**config.mk**
```make
export PLATFORM = sky130hd
export DESIGN_NAME = sosx_dev_flat
export DESIGN_NICKNAME = d
export VERILOG_FILES = /design/src/rtl/sosx_pkg.sv /design/src/rtl/sosx_link.sv /design/src/rtl/sosx_ser.sv /design/src/rtl/sosx_dev.sv /design/src/flat_wrapper.sv
export SDC_FILE = /design/constraint.sdc
export NUM_CORES = 1
export LEC_CHECK = 0
export BUFFER_PORTS_ARGS = -buffer_cell sky130_fd_sc_hd__buf_2
export CORE_ASPECT_RATIO = 1.25
export CORE_MARGIN = 2
export CORE_UTILIZATION = 58
export DETAILED_ROUTE_END_ITERATION = 16
export PLACE_DENSITY = 0.79
export REMOVE_ABC_BUFFERS = 1
export SYNTH_ARGS = -nofsm -noshare
export SYNTH_HDL_FRONTEND = slang
export SYNTH_SLANG_ARGS = --single-unit
export TNS_END_PERCENT = 50
```
**constraint.sdc**
```tcl
create_clock -name clk -period 7.6 [get_ports clk]
set_input_delay 0.76 -clock clk [delete_from_list [all_inputs] [get_ports clk]]
set_output_delay 0.76 -clock clk [all_outputs]
set_load 0.05 [all_outputs]
```
**src/rtl/sosx_pkg.sv**
```systemverilog
// package: constants of the sensor output sync and exposure block
package sosx_pkg;

  // ---------------------------------------------------------------
  // word format
  // ---------------------------------------------------------------
  localparam int          WMAX      = 12;
  localparam logic [1:0]  BM_12     = 2'h0;
  localparam logic [1:0]  BM_10     = 2'h1;
  localparam logic [1:0]  BM_8      = 2'h2;
  localparam logic [11:0] IDLE_CTL  = 12'h080;
  localparam int          B_PIX     = 0;
  localparam int          B_ROW     = 1;
  localparam int          B_FRM     = 2;
  localparam int          B_FOT     = 3;
  localparam int          B_INTA    = 4;
  localparam int          B_INTB    = 5;
  localparam int          B_CONST   = 7;

  // ---------------------------------------------------------------
  // device register map and reset values
  // ---------------------------------------------------------------
  localparam logic [6:0]  A_EXP_SRC = 7'h46;
  localparam logic [6:0]  A_EXP_LO  = 7'h47;
  localparam logic [6:0]  A_EXP_HI  = 7'h48;
  localparam logic [6:0]  A_OUT_SEL = 7'h51;
  localparam logic [6:0]  A_OVH     = 7'h52;
  localparam logic [6:0]  A_LINE    = 7'h55;
  localparam logic [6:0]  A_TP1     = 7'h59;
  localparam logic [6:0]  A_BMODE   = 7'h76;
  localparam logic [15:0] R_EXP_LO  = 16'h0600;
  localparam logic [15:0] R_OVH     = 16'h0C01;
  localparam logic [15:0] R_LINE    = 16'h0080;
  localparam logic [11:0] R_TP1     = 12'h055;
  localparam logic [2:0]  MAX_SEL   = 3'h5;

  // ---------------------------------------------------------------
  // timing in word periods
  // ---------------------------------------------------------------
  localparam logic [5:0]  FOT_MULT  = 6'h22;
  localparam logic [47:0] BURST_LEN = 48'h80;

  // ---------------------------------------------------------------
  // host register map
  // ---------------------------------------------------------------
  localparam logic [3:0]  H_CMD     = 4'h0;
  localparam logic [3:0]  H_DADDR   = 4'h1;
  localparam logic [3:0]  H_DDATA   = 4'h2;
  localparam logic [3:0]  H_STAT    = 4'h3;
  localparam logic [3:0]  H_PCNT    = 4'h4;
  localparam logic [3:0]  H_PIX     = 4'h5;
  localparam logic [3:0]  H_MODE    = 4'h6;

  // bits per word for a bit-mode code; unknown codes fall back to 12
  function automatic logic [3:0] sosx_wbits(input logic [1:0] m);
    case (m)
      BM_10:   return 4'hA;
      BM_8:    return 4'h8;
      default: return 4'hC;
    endcase
  endfunction

endpackage

```
**src/rtl/sosx_link.sv**
```systemverilog
// interface: serial channels, exposure pins and register port
`timescale 1ns/1ps
`default_nettype none
interface sosx_link #(parameter int NCH = 64);
  logic            ctl_bit;
  logic [NCH-1:0]  dat_bit;
  logic            frame_req;
  logic            exp_start;
  logic            reg_we;
  logic [6:0]      reg_addr;
  logic [15:0]     reg_wdata;

  modport dev  (output ctl_bit, dat_bit,
                input  frame_req, exp_start, reg_we, reg_addr, reg_wdata);
  modport host (input  ctl_bit, dat_bit,
                output frame_req, exp_start, reg_we, reg_addr, reg_wdata);
endinterface
`default_nettype wire

```
**src/rtl/sosx_ser.sv**
```systemverilog
// module: one serial lane, loads a word and shifts it out lsb first
`timescale 1ns/1ps
`default_nettype none
module sosx_ser
  import sosx_pkg::*;
#(
  parameter int W = WMAX
) (
  input  wire logic          clk,
  input  wire logic          nrst,
  input  wire logic          load,
  input  wire logic [W-1:0]  word,
  output logic               ser_bit
);

  typedef struct packed {
    logic [W-1:0] sh;
    logic         b;
  } sosx_ser_s;

  sosx_ser_s s_r;
  sosx_ser_s s_nxt;

  // the caller decides the word length by how often it pulses load
  always_comb begin
    s_nxt = s_r;
    if (load) begin
      s_nxt.b  = word[0];
      s_nxt.sh = word >> 1;
    end else begin
      s_nxt.b  = s_r.sh[0];
      s_nxt.sh = s_r.sh >> 1;
    end
  end

  always_ff @(posedge clk) begin
    if (!nrst) begin
      s_r <= '0;
    end else begin
      s_r <= s_nxt;
    end
  end

  assign ser_bit = s_r.b;

endmodule
`default_nettype wire

```
**src/rtl/sosx_dev.sv**
```systemverilog
// module: sensor end, status word, training words and exposure timing
`timescale 1ns/1ps
`default_nettype none
module sosx_dev
  import sosx_pkg::*;
#(
  parameter int NCH      = 64,
  parameter int ROWS     = 3072,
  parameter int OH_WORDS = 4
) (
  input  wire logic        clk,
  input  wire logic        nrst,
  sosx_link.dev            lk,
  input  wire logic [11:0] pixel_word,
  output logic             pixel_take,
  output logic [11:0]      status_monitor_pins
);

  // ---------------------------------------------------------------
  // elaboration checks
  // ---------------------------------------------------------------
  if (NCH < 1 || ROWS < 2 || ROWS % 2 != 0 || ROWS > 8192 ||
      OH_WORDS < 1 || OH_WORDS > 4096) begin : g_bad
    $error("sosx_dev: unsupported parameter values");
  end

  localparam logic [11:0] PASSES = 12'(ROWS / 2 - 1);
  localparam logic [47:0] OH_LST = 48'(OH_WORDS - 1);

  // ---------------------------------------------------------------
  // state
  // ---------------------------------------------------------------
  typedef enum logic [2:0] {
    S_IDLE, S_EXPO, S_FOT, S_GAP, S_BURST, S_SLOT
  } sosx_st_e;

  typedef struct packed {
    logic [7:0]  src;
    logic [15:0] exp_lo;
    logic [7:0]  exp_hi;
    logic [2:0]  out_sel;
    logic [15:0] ovh;
    logic [15:0] line;
    logic [11:0] tp1;
    logic [1:0]  bmode;
    logic [2:0]  fr_s;
    logic [2:0]  ex_s;
    logic        fr_pend;
    logic        ex_pend;
    logic [3:0]  bitc;
    sosx_st_e    st;
    logic [47:0] cnt;
    logic [5:0]  bidx;
    logic [11:0] row;
    logic        take;
    logic [11:0] mon;
  } sosx_dev_s;

  sosx_dev_s d_r;
  sosx_dev_s d_nxt;

  logic [11:0] ctl_word;
  logic [11:0] dat_word;
  logic        load;
  logic [3:0]  wb;
  logic [11:0] wmask;
  logic [11:0] tp2;
  logic [47:0] main_lst;
  logic [47:0] fot_lst;
  logic [5:0]  nb_lst;
  logic [23:0] ev;
  logic [23:0] ev1;
  logic [13:0] fot_len;

  // ---------------------------------------------------------------
  // derived values
  // ---------------------------------------------------------------
  assign wb      = sosx_wbits(d_r.bmode);
  assign wmask   = 12'((13'h1 << wb) - 13'h1);
  assign load    = (d_r.bitc == 4'h0);
  assign tp2     = {4'h0, ~d_r.tp1[7:0]};
  assign ev      = {d_r.exp_hi, d_r.exp_lo};
  assign ev1     = (ev == 24'h0) ? 24'h0 : ev - 24'h1;
  // internal length minus the overhead part, as a count-down value
  assign main_lst = 48'(ev1 * ({1'b0, d_r.line} + 17'h1));
  assign fot_len = 14'(d_r.ovh[7:0] * FOT_MULT);
  // an empty overhead part still needs one frame overhead word
  assign fot_lst = (fot_len == 14'h0) ? 48'h0 : 48'(fot_len - 14'h1);
  assign nb_lst  = 6'((7'h1 << d_r.out_sel) - 7'h1);

  // status word from the current word-period state
  always_comb begin
    ctl_word          = '0;
    ctl_word[B_CONST] = 1'b1;
    ctl_word[B_PIX]   = (d_r.st == S_BURST);
    ctl_word[B_ROW]   = (d_r.st == S_BURST) || (d_r.st == S_SLOT);
    ctl_word[B_FRM]   = (d_r.st == S_GAP) || ctl_word[B_ROW];
    ctl_word[B_FOT]   = (d_r.st == S_FOT);
    ctl_word[B_INTA]  = (d_r.st == S_EXPO) || (d_r.st == S_FOT);
    ctl_word[B_INTB]  = ctl_word[B_INTA];
  end

  // data word: pixels only in bursts, align word on the last gap word
  always_comb begin
    if (d_r.st == S_BURST) begin
      dat_word = pixel_word & wmask;
    end else if (d_r.st == S_GAP && d_r.cnt == 48'h0) begin
      dat_word = tp2 & wmask;
    end else begin
      dat_word = d_r.tp1 & wmask;
    end
  end

  // ---------------------------------------------------------------
  // registers, pin edges and sequencer
  // ---------------------------------------------------------------
  always_comb begin
    d_nxt      = d_r;
    d_nxt.take = 1'b0;
    // register port; out_sel is clamped so burst count stays legal
    if (lk.reg_we) begin
      unique case (lk.reg_addr)
        A_EXP_SRC: d_nxt.src    = lk.reg_wdata[7:0];
        A_EXP_LO:  d_nxt.exp_lo = lk.reg_wdata;
        A_EXP_HI:  d_nxt.exp_hi = lk.reg_wdata[7:0];
        A_OUT_SEL: d_nxt.out_sel = (lk.reg_wdata[2:0] > MAX_SEL) ?
                                   MAX_SEL : lk.reg_wdata[2:0];
        A_OVH:     d_nxt.ovh    = lk.reg_wdata;
        A_LINE:    d_nxt.line   = lk.reg_wdata;
        A_TP1:     d_nxt.tp1    = lk.reg_wdata[11:0];
        A_BMODE:   d_nxt.bmode  = lk.reg_wdata[1:0];
        default:   d_nxt.src    = d_r.src;
      endcase
    end
    // pins pass two flops; the third keeps history for edge detect
    d_nxt.fr_s    = {d_r.fr_s[1:0], lk.frame_req};
    d_nxt.ex_s    = {d_r.ex_s[1:0], lk.exp_start};
    d_nxt.fr_pend = d_r.fr_pend | (d_r.fr_s[1] & ~d_r.fr_s[2]);
    d_nxt.ex_pend = d_r.ex_pend | (d_r.ex_s[1] & ~d_r.ex_s[2]);
    // a mode change mid-word must not strand the counter
    d_nxt.bitc = (d_r.bitc >= wb - 4'h1) ? 4'h0 : d_r.bitc + 4'h1;
    if (load) begin
      d_nxt.mon = ctl_word;
    end
    // state moves on the last bit so the next load sees it
    if (d_r.bitc >= wb - 4'h1) begin
      unique case (d_r.st)
        S_IDLE: begin
          // edges seen while idle in the wrong mode are dropped
          if (d_r.src == 8'h0 && d_r.fr_pend) begin
            d_nxt.st  = S_EXPO;
            d_nxt.cnt = main_lst;
          end else if (d_r.src != 8'h0 && d_r.ex_pend) begin
            d_nxt.st  = S_EXPO;
            d_nxt.cnt = '0;
          end
          // an edge found in this very cycle outlives the clear
          d_nxt.fr_pend = d_r.fr_s[1] & ~d_r.fr_s[2];
          d_nxt.ex_pend = d_r.ex_s[1] & ~d_r.ex_s[2];
        end
        S_EXPO: begin
          if (d_r.src != 8'h0) begin
            // word-period steps quantize the external interval
            if (d_r.fr_pend) begin
              d_nxt.st      = S_FOT;
              d_nxt.cnt     = fot_lst;
              d_nxt.fr_pend = d_r.fr_s[1] & ~d_r.fr_s[2];
            end
          end else if (d_r.cnt == 48'h0) begin
            d_nxt.st  = S_FOT;
            d_nxt.cnt = fot_lst;
          end else begin
            d_nxt.cnt = d_r.cnt - 48'h1;
          end
        end
        S_FOT: begin
          if (d_r.cnt == 48'h0) begin
            d_nxt.st  = S_GAP;
            d_nxt.cnt = OH_LST;
            d_nxt.row = '0;
          end else begin
            d_nxt.cnt = d_r.cnt - 48'h1;
          end
        end
        S_GAP: begin
          if (d_r.cnt == 48'h0) begin
            d_nxt.st   = S_BURST;
            d_nxt.cnt  = BURST_LEN - 48'h1;
            d_nxt.bidx = '0;
            d_nxt.take = 1'b1;
          end else begin
            d_nxt.cnt = d_r.cnt - 48'h1;
          end
        end
        S_BURST: begin
          if (d_r.cnt != 48'h0) begin
            d_nxt.cnt  = d_r.cnt - 48'h1;
            d_nxt.take = 1'b1;
          end else if (d_r.bidx != nb_lst) begin
            d_nxt.st = S_SLOT;
          end else if (d_r.row == PASSES) begin
            d_nxt.st = S_IDLE;
          end else begin
            d_nxt.st  = S_GAP;
            d_nxt.cnt = OH_LST;
            d_nxt.row = d_r.row + 12'h1;
          end
        end
        S_SLOT: begin
          d_nxt.st   = S_BURST;
          d_nxt.cnt  = BURST_LEN - 48'h1;
          d_nxt.bidx = d_r.bidx + 6'h1;
          d_nxt.take = 1'b1;
        end
      endcase
    end
  end

  always_ff @(posedge clk) begin
    if (!nrst) begin
      d_r        <= '0;
      d_r.st     <= S_IDLE;
      d_r.exp_lo <= R_EXP_LO;
      d_r.ovh    <= R_OVH;
      d_r.line   <= R_LINE;
      d_r.tp1    <= R_TP1;
      d_r.mon    <= IDLE_CTL;
    end else begin
      d_r <= d_nxt;
    end
  end

  // ---------------------------------------------------------------
  // serial lanes share one word boundary
  // ---------------------------------------------------------------
  sosx_ser #(.W(WMAX)) u_ctl (
    .clk     (clk),
    .nrst    (nrst),
    .load    (load),
    .word    (ctl_word),
    .ser_bit (lk.ctl_bit)
  );

  for (genvar i = 0; i < NCH; i++) begin : g_lane
    sosx_ser #(.W(WMAX)) u_dat (
      .clk     (clk),
      .nrst    (nrst),
      .load    (load),
      .word    (dat_word),
      .ser_bit (lk.dat_bit[i])
    );
  end

  assign pixel_take          = d_r.take;
  assign status_monitor_pins = d_r.mon;

endmodule
`default_nettype wire

```
**src/flat_wrapper.sv**
```systemverilog
// flat-port wrapper written by rule: the top's interface ports become plain ports
module sosx_dev_flat import sosx_pkg::*;
#(
  parameter int NCH      = 64,
  parameter int ROWS     = 3072,
  parameter int OH_WORDS = 4
)
  (clk, nrst, pixel_word, pixel_take, status_monitor_pins, lk_ctl_bit, lk_dat_bit, lk_frame_req, lk_exp_start, lk_reg_we, lk_reg_addr, lk_reg_wdata);
  sosx_link #(.NCH(NCH)) lk_i ();
  input  wire logic clk;
  input  wire logic nrst;
  input  wire logic [11:0] pixel_word;
  output logic pixel_take;
  output logic [11:0] status_monitor_pins;
  output wire logic [$bits(lk_i.ctl_bit)-1:0] lk_ctl_bit;
  output wire logic [$bits(lk_i.dat_bit)-1:0] lk_dat_bit;
  input wire logic [$bits(lk_i.frame_req)-1:0] lk_frame_req;
  input wire logic [$bits(lk_i.exp_start)-1:0] lk_exp_start;
  input wire logic [$bits(lk_i.reg_we)-1:0] lk_reg_we;
  input wire logic [$bits(lk_i.reg_addr)-1:0] lk_reg_addr;
  input wire logic [$bits(lk_i.reg_wdata)-1:0] lk_reg_wdata;
  assign lk_ctl_bit = lk_i.ctl_bit;
  assign lk_dat_bit = lk_i.dat_bit;
  assign lk_i.frame_req = lk_frame_req;
  assign lk_i.exp_start = lk_exp_start;
  assign lk_i.reg_we = lk_reg_we;
  assign lk_i.reg_addr = lk_reg_addr;
  assign lk_i.reg_wdata = lk_reg_wdata;
  sosx_dev #(.NCH(NCH), .ROWS(ROWS), .OH_WORDS(OH_WORDS)) u_core (.clk(clk), .nrst(nrst), .lk(lk_i), .pixel_word(pixel_word), .pixel_take(pixel_take), .status_monitor_pins(status_monitor_pins));
endmodule
```
==> impl_metrics.json, run 1 <==
{
  "rr_worst_depth": 28,
  "cts_hold_buf": 0,
  "rows": 83,
  "nFillCells": 3248,
  "drc": 0,
  "synth_edf_count": 0,
  "critPathMaxStageDelay_ns": 0.58,
  "p_leak_nw": 13.7,
  "endpoint_kind": "flip-flop",
  "pwr-share-seq_pct": 41.0,
  "cts.sinks": 180,
  "crit_family": "adder cells",
  "grt_pass1_wl_um": 118000,
  "dieArea_mm2": 0.0428,
  "grt_max_degree": 74,
  "io_buffer_count": 111,
  "hold_path_depth": 2,
  "insertion_delay_ns": 0.46,
  "cpMostUsedCell": "fa_1",
  "cts_buffer_depth": 2,
  "status": "finished with violations",
  "cap_violations": 0,
  "peakVddDrop_uv": 249,
  "core_area_mm2": 0.0408,
  "clkPwrFrac_pct": 39.0,
  "tightest_slew_ns": 1.09,
  "initial_core_util_pct": 58.5,
  "drive_gt1_share_pct": 20.4,
  "drt_first_pass_iters": 6,
  "fmax_ghz": 0.131,
  "overflow": 0,
  "p_per_area_mw_per_mm2": 83.3,
  "cp_slowest_cell": "fa_1",
  "synthArstFlopShare_pct": 0,
  "layout_min_cycle_time_ns": 7.64,
  "htreeDepth": 4,
  "place_ws_ns": -0.330,
  "drtIter0Drc": 2136,
  "yosysMostFrequentCell": "inv_1",
  "yosysSeqAreaShare_pct": 15.1,
  "via_count": 21900,
  "wl_per_cell_um": 19.9,
  "grt_pass1_vias": 22400,
  "ys_ff_latch": 180,
  "die_height_um": 231,
  "cp_max_fo": 18,
  "hold_viol": 0,
  "reg2reg_from": "u_core.d_r[157]$_SDFFE_PN0P_",
  "critPathLaunch": "u_core.d_r[157]$_SDFFE_PN0P_",
  "drv_slew": 0,
  "antenna_found_initial": 0,
  "p_sw_share_pct": 33.7,
  "wl_um": 74300,
  "syn_to_final_growth_pct": 17.3,
  "setup_ws_ns": -0.0448,
  "r2r_setup_slack_ns": -0.04,
  "ant_nets": 0,
  "fin_crit_sh_pct": 101,
  "synth.avg_cell_area_um2": 8.11,
  "cts_tree": "done",
  "nNetsFinal": 3690,
  "cp.arrival_ns": 7.99,
  "yosysTopAreaCell": "fa_1",
  "synth_area_leaders": "fa_1 (28%), dfxtp_1 (15%), ha_1 (7.7%)",
  "synth_cells": 2941,
  "slew-limit-headroom_pct": 27.1,
  "setup_violations": 5,
  "whs_endpoint": "u_core.g_lane[62].u_dat.s_r[7]$_SDFF_PN0_",
  "cts_made_buffers": 17,
  "synth_top_flop_cell": "dfxtp_1",
  "violations": "setup timing",
  "crit_required_ns": 7.95,
  "power_frac_comb_pct": 20.0,
  "internal_power_mw": 1.55,
  "gp_congestion": 0.985,
  "path_class": "reg -> reg",
  "timing.rr.end": "u_core.d_r[69]$_SDFFE_PN0P_",
  "dp_hpwl_um": 59000,
  "grtUsageTotal_pct": 35.6,
  "holdCritPathClass": "reg -> reg",
  "rsz0062_at_grt": "true",
  "io_pins": 118,
  "synth_top_area_share_pct": 27.8,
  "placed_cells": 3688,
  "synth_top_cells_by_count": "inv_1 (406), nand2_1 (380), fa_1 (331), nor2_1 (328), dfxtp_1 (180)",
  "p_switching_uw": 787,
  "ff_latch_area_mm2": 0.00360,
  "crit_path_start_kind": "flip-flop",
  "critPathBufInv": 8,
  "fin_skew_ns": 0.0176,
  "stdcell_count": 3737,
  "synth_warnings": 0,
  "hold_start": "u_core.g_lane[62].u_dat.s_r[8]$_SDFF_PN0_",
  "multiInputGateArea_mm2": 0.0186,
  "viasPerCell": 5.87,
  "synth_cell_types": 82,
  "clk_transition_reported_paths_ns": 0.08,
  "diodes": 0,
  "cts-root-buf": "clkbuf_16",
  "syn_area_mm2": 0.0239,
  "die_x_um": 185
}
[metal layers]
metal / up-vias / global-route usage [%] / share of wire [%]
li1: 9886 / - / -
met1: 10800 / 42.9 / 38
met5: - / 0 / 0
met2: 959 / 59.7 / 49
met4: 0 / 21.3 / 6.8
met3: 275 / 5.44 / 6.7
[metrics by stage]
| step | power (mW) | hold slack, ns | utilization [%] | TNS, ns | instance area (um2) |
|---|---|---|---|---|---|
| after floorplan | 1.26 | 0.401 | - | -906.75 | 22800 |
| after global placement | 1.42 | 0.406 | 64.4 | -3.17 | 26300 |
| after detailed placement | 1.42 | 0.413 | 64.4 | -4.25 | 26300 |
| after CTS | 2.33 | 0.433 | 66.9 | -0.0579 | 27300 |
| after global routing | 2.40 | 0.448 | 68.6 | -3.02 | 28000 |
| final | 2.33 | 0.436 | 68.6 | -0.130 | 28000 |
[area by class of cell]
type	count	share of cell area (%)
multi-input cells	2147	66.4
well taps	552	2.47
clock buffers	18	1.57
inverters	408	5.47
clock inverters	14	0.635
repair buffers	418	10.6
flip-flops and latches	180	12.9
[cell families (layout without fill, tap and decap cells)]
family	after synthesis	after routing	share of synthesized area (%)
AOI/OAI and AO/OA	429	429	11.3
buffers and inverters	618	858	11.0
and+or+nand+nor	1049	1049	20.0
muxes	52	52	2.18
other	2	6	0.0315
xor gates and xnor gates	133	133	4.88
adders and majority gates	478	478	35.5
DFF	180	180	15.1
[worst max-delay path by stage]
| stage | end | slack (ns) | cells past startpoint |
|---|---|---|---|
| after global placement | u_core.d_r[69]$_SDFFE_PN0P_ | -0.26 | 27 |
| after global routing | u_core.d_r[69]$_SDFFE_PN0P_ | -0.31 | 30 |
| after CTS | u_core.d_r[73]$_SDFFE_PN0P_ | -0.02 | 28 |
| final | u_core.d_r[69]$_SDFFE_PN0P_ | -0.04 | 28 |
| after floorplan | lk_dat_bit[0] | -14.04 | 0 |
| after detailed placement | u_core.d_r[73]$_SDFFE_PN0P_ | -0.33 | 28 |
[layout by cell type, fill, tap and decap left out, types with 52 or more instances in the layout]
cell type	Yosys	final
ha_1	147	132
mux2i_1	52	52
nor2_1	328	305
dfxtp_1	180	179
buf_2	8	111
fa_1	331	320
nand3_1	58	54
xnor2_1	72	65
nand2_1	380	365
xor2_1	61	54
buf_4	77	291
o21ai_0	84	73
inv_1	406	397
a21oi_1	147	127
[power groups by stage]
stage               Clock [mW]  Sequential, mW  Combinational [mW]
global placement             0           0.977               0.438
detailed placement           0           0.978               0.442
CTS                      0.922           0.955               0.451
global route             0.953           0.956               0.495
floorplan                    0            1.13               0.133
finish                   0.909           0.955               0.467
[worst register-to-register path, delay by kind of cell, from the launching register on]
family                     cells  cell delay [ns]
muxes                          1             0.10
and+or+nand+nor                6             1.29
buffers and inverters          8             0.86
DFF                            1             0.33
adders and majority gates      7             3.42
AOI/OAI and AO/OA              6             1.54
[what timing repair did]
item                       CTS  global route
setup endpoints to repair   25            29
pin swaps                   36           105
buffers inserted             3            14
hold endpoints to repair     0             0
resized for setup           78           129
[sequential cells by signal, indices dropped and copies added (netlist names)]
| register | cells |
|---|---|
| u_core.status_monitor_pins | 5 |
| u_core.d_nxt | 4 |
| u_core.u_ctl.ser_bit | 1 |
| u_core.d_r | 150 |
| u_core.pixel_take | 1 |
| u_core.u_ctl.s_r | 7 |
| u_core.g_lane.u_dat.ser_bit | 1 |
| u_core.g_lane.u_dat.s_r | 11 |
Power figures use the tool's default switching activity.
==> run 2: changes to the inputs <==
ABC_AREA = 1   (was not set)
==> impl_metrics.json, run 2 <==
{
  "status": "finished, final reports clean",
  "peakVddDrop_uv": 148,
  "grt_pass1_vias": 23300,
  "cp.arrival_ns": 7.63,
  "insertion_delay_ns": 0.45,
  "largest-register": "u_core.d_r",
  "p_per_area_mw_per_mm2": 88.5,
  "drtIter0Drc": 1801,
  "crit_required_ns": 7.95,
  "synth_top_cells_by_count": "nand2_1 (740), inv_1 (675), nor2_1 (466), fa_1 (331), dfxtp_1 (180)",
  "clkPwrFrac_pct": 36.4,
  "drive_gt1_share_pct": 12.1,
  "io_pins": 118,
  "synth.avg_cell_area_um2": 7.09,
  "synth_top_family_by_area": "adder cells",
  "dp_hpwl_um": 61100,
  "cp_slowest_cell": "fa_1",
  "via_count": 23200,
  "cts-root-buf": "clkbuf_16",
  "nFillCells": 3933,
  "synth_simple_gate_area_share_pct": 26.8,
  "cts_made_buffers": 17,
  "die_x_um": 191,
  "ff_latch_area_mm2": 0.00361,
  "yosysSeqAreaShare_pct": 14.2,
  "grtUsageTotal_pct": 34.1,
  "syn_area_mm2": 0.0254,
  "grt_pass1_wl_um": 121000,
  "cap_violations": 0,
  "setup_violations": 0,
  "internal_power_mw": 1.54,
  "diodes": 0,
  "synth_xor_area_share_pct": 2.69,
  "cts_tree": "done",
  "cts_buffer_depth": 2,
  "layout_commonest_cell": "nand2_1",
  "slew-limit-headroom_pct": 35.3,
  "path_class": "reg -> reg",
  "crit_path_start_kind": "flip-flop",
  "synth_fa_ha_area_share_pct": 33.3,
  "synth_mux_area_share_pct": 0,
  "yosysMostFrequentCell": "nand2_1",
  "htreeDepth": 4,
  "wl_um": 74700,
  "r2r_setup_slack_ns": 0.31,
  "clk_transition_reported_paths_ns": 0.08,
  "layout_min_cycle_time_ns": 7.29,
  "critPathBufInv": 8,
  "postPlaceCellArea_mm2": 0.0263,
  "wl_per_cell_um": 17.7,
  "tightest_slew_ns": 0.969,
  "pwr-share-seq_pct": 39.7,
  "dieArea_mm2": 0.0455,
  "synth_cells": 3586,
  "cpMostUsedCell": "nand2_1",
  "synth_cell_types": 59,
  "fin_skew_ns": 0.0117,
  "nNetsFinal": 4161,
  "place_ws_ns": 0.142,
  "drt_first_pass_iters": 6,
  "power_frac_comb_pct": 23.9,
  "p_leak_nw": 14.4,
  "hold_viol": 0,
  "hold_slack_ns": 0.415,
  "ant_nets": 0,
  "initial_core_util_pct": 58.9,
  "p_sw_share_pct": 36.2,
  "critPathMaxStageDelay_ns": 0.60,
  "top_regs": "u_core.d_r: 150 flops, u_core.g_lane.u_dat.s_r: 11 flops, u_core.u_ctl.s_r: 7 flops",
  "viasPerCell": 5.50,
  "gp_congestion": 1.07,
  "fin_crit_sh_pct": 95.9,
  "crit_family": "adder cells",
  "die_height_um": 238,
  "drc": 0,
  "p_total_mw": 2.41,
  "multiInputGateArea_mm2": 0.0183,
  "ys_ff_latch": 180,
  "core_area_mm2": 0.0432,
  "holdCritPathClass": "reg -> reg",
  "cts.sinks": 180,
  "antenna_found_initial": 0,
  "yosysTopAreaCell": "fa_1",
  "synth_area_leaders": "fa_1 (26%), dfxtp_1 (14%), nand2_1 (11%)",
  "overflow": 0,
  "synth_top_area_share_pct": 26.1,
  "rows": 85,
  "synth_top_flop_cell": "dfxtp_1",
  "synthArstFlopShare_pct": 0,
  "setup_ws_ns": 0.311,
  "syn_to_final_growth_pct": 7.10,
  "p_switching_uw": 871,
  "synth_compound_area_share_pct": 8.39,
  "fmax_ghz": 0.137,
  "synth_warnings": 0,
  "largest_register_ffs": 150,
  "endpoint_kind": "flip-flop",
  "most-common-layout-cells": "nand2_1 (735), inv_1 (672), nor2_1 (447), fa_1 (329), dfxtp_1 (178)",
  "cp_max_fo": 8,
  "synth_edf_count": 0,
  "final_area_mm2": 0.0272,
  "drv_slew": 0,
  "io_buffer_count": 111,
  "grt_max_degree": 100
}
==> run 2: cell types whose count changed after synthesis, sizes merged, moves of 22 or more <==
cell | before | now
or3 | 33 | 3
xnor2 | 72 | 20
inv | 406 | 709
and3 | 33 | 1
mux2i | 52 | 0
nand2 | 382 | 766
nor2 | 328 | 508
clkbuf | 118 | 46
buf | 92 | 120
a21o | 30 | 7
o21ai | 96 | 174
a21oi | 149 | 171
nand3 | 59 | 179
==> run 2: kinds of logic after synthesis <==
kind of cell             after synthesis
AND/OR/NAND/NOR                     1569
buffers and inverters                883
AO/OA/AOI/OAI                        398
XOR/XNOR                              76
adder cells (fa/ha/maj)              478
other                                  2
flip-flops                           180
==> run 2: repair_timing <==
action | CTS | global route
resized for setup | 0 | 77
hold endpoints to repair | 0 | 0
setup buffers | 0 | 8
hold buffers | 0 | 0
setup endpoints to repair | 0 | 28
==> run 2: final cells by class <==
cell class / instances / area share, %
Sequential cell: 180 / 13.2
Timing Repair Buffer: 200 / 4.62
Inverter: 717 / 9.98
Clock buffer: 17 / 1.56
Tap cell: 565 / 2.60
Clock inverter: 15 / 0.593
Multi-Input combinational cell: 2527 / 67.4
==> run 2: through the flow <==
| stage | setup TNS, ns | instances | utilization [%] |
|---|---|---|---|
| 5_1_grt | -0.297 | 4221 | 63.0 |
| 3_3_place_gp | 0 | 4181 | 61.0 |
| 2_1_floorplan | -898.52 | 3424 | - |
| 4_1_cts | 0 | 4213 | 62.4 |
| 3_5_place_dp | 0 | 4181 | 61.0 |
| 6_report | 0 | 4221 | 63.0 |
==> run 2: final timing paths <==
kind,start,end,cells past startpoint
max,u_core.d_r[166]$_SDFFE_PN0P_,u_core.d_r[71]$_SDFFE_PN0P_,33
min,u_core.d_r[90]$_SDFF_PN0_,u_core.d_r[86]$_SDFF_PN0_,1
max reg2reg,u_core.d_r[166]$_SDFFE_PN0P_,u_core.d_r[71]$_SDFFE_PN0P_,33
min reg2reg,u_core.d_r[90]$_SDFF_PN0_,u_core.d_r[86]$_SDFF_PN0_,1
==> run 2: power by group through the flow <==
stage	clock network, mW	logic (mW)	registers, mW
after detailed placement	0	0.552	0.979
final	0.878	0.575	0.957
after CTS	0.886	0.556	0.957
after global routing	0.926	0.621	0.958
after floorplan	0	0.228	1.13
after global placement	0	0.551	0.978
==> run 2: per-layer routing <==
metal / vias to the layer above / global-route usage (%) / part of all wire, %
li1: 11000 / - / -
met1: 10900 / 39.7 / 37
met2: 1033 / 58.6 / 49
met3: 312 / 5.12 / 7.3
met4: 0 / 20.9 / 7.1
met5: - / 0 / 0
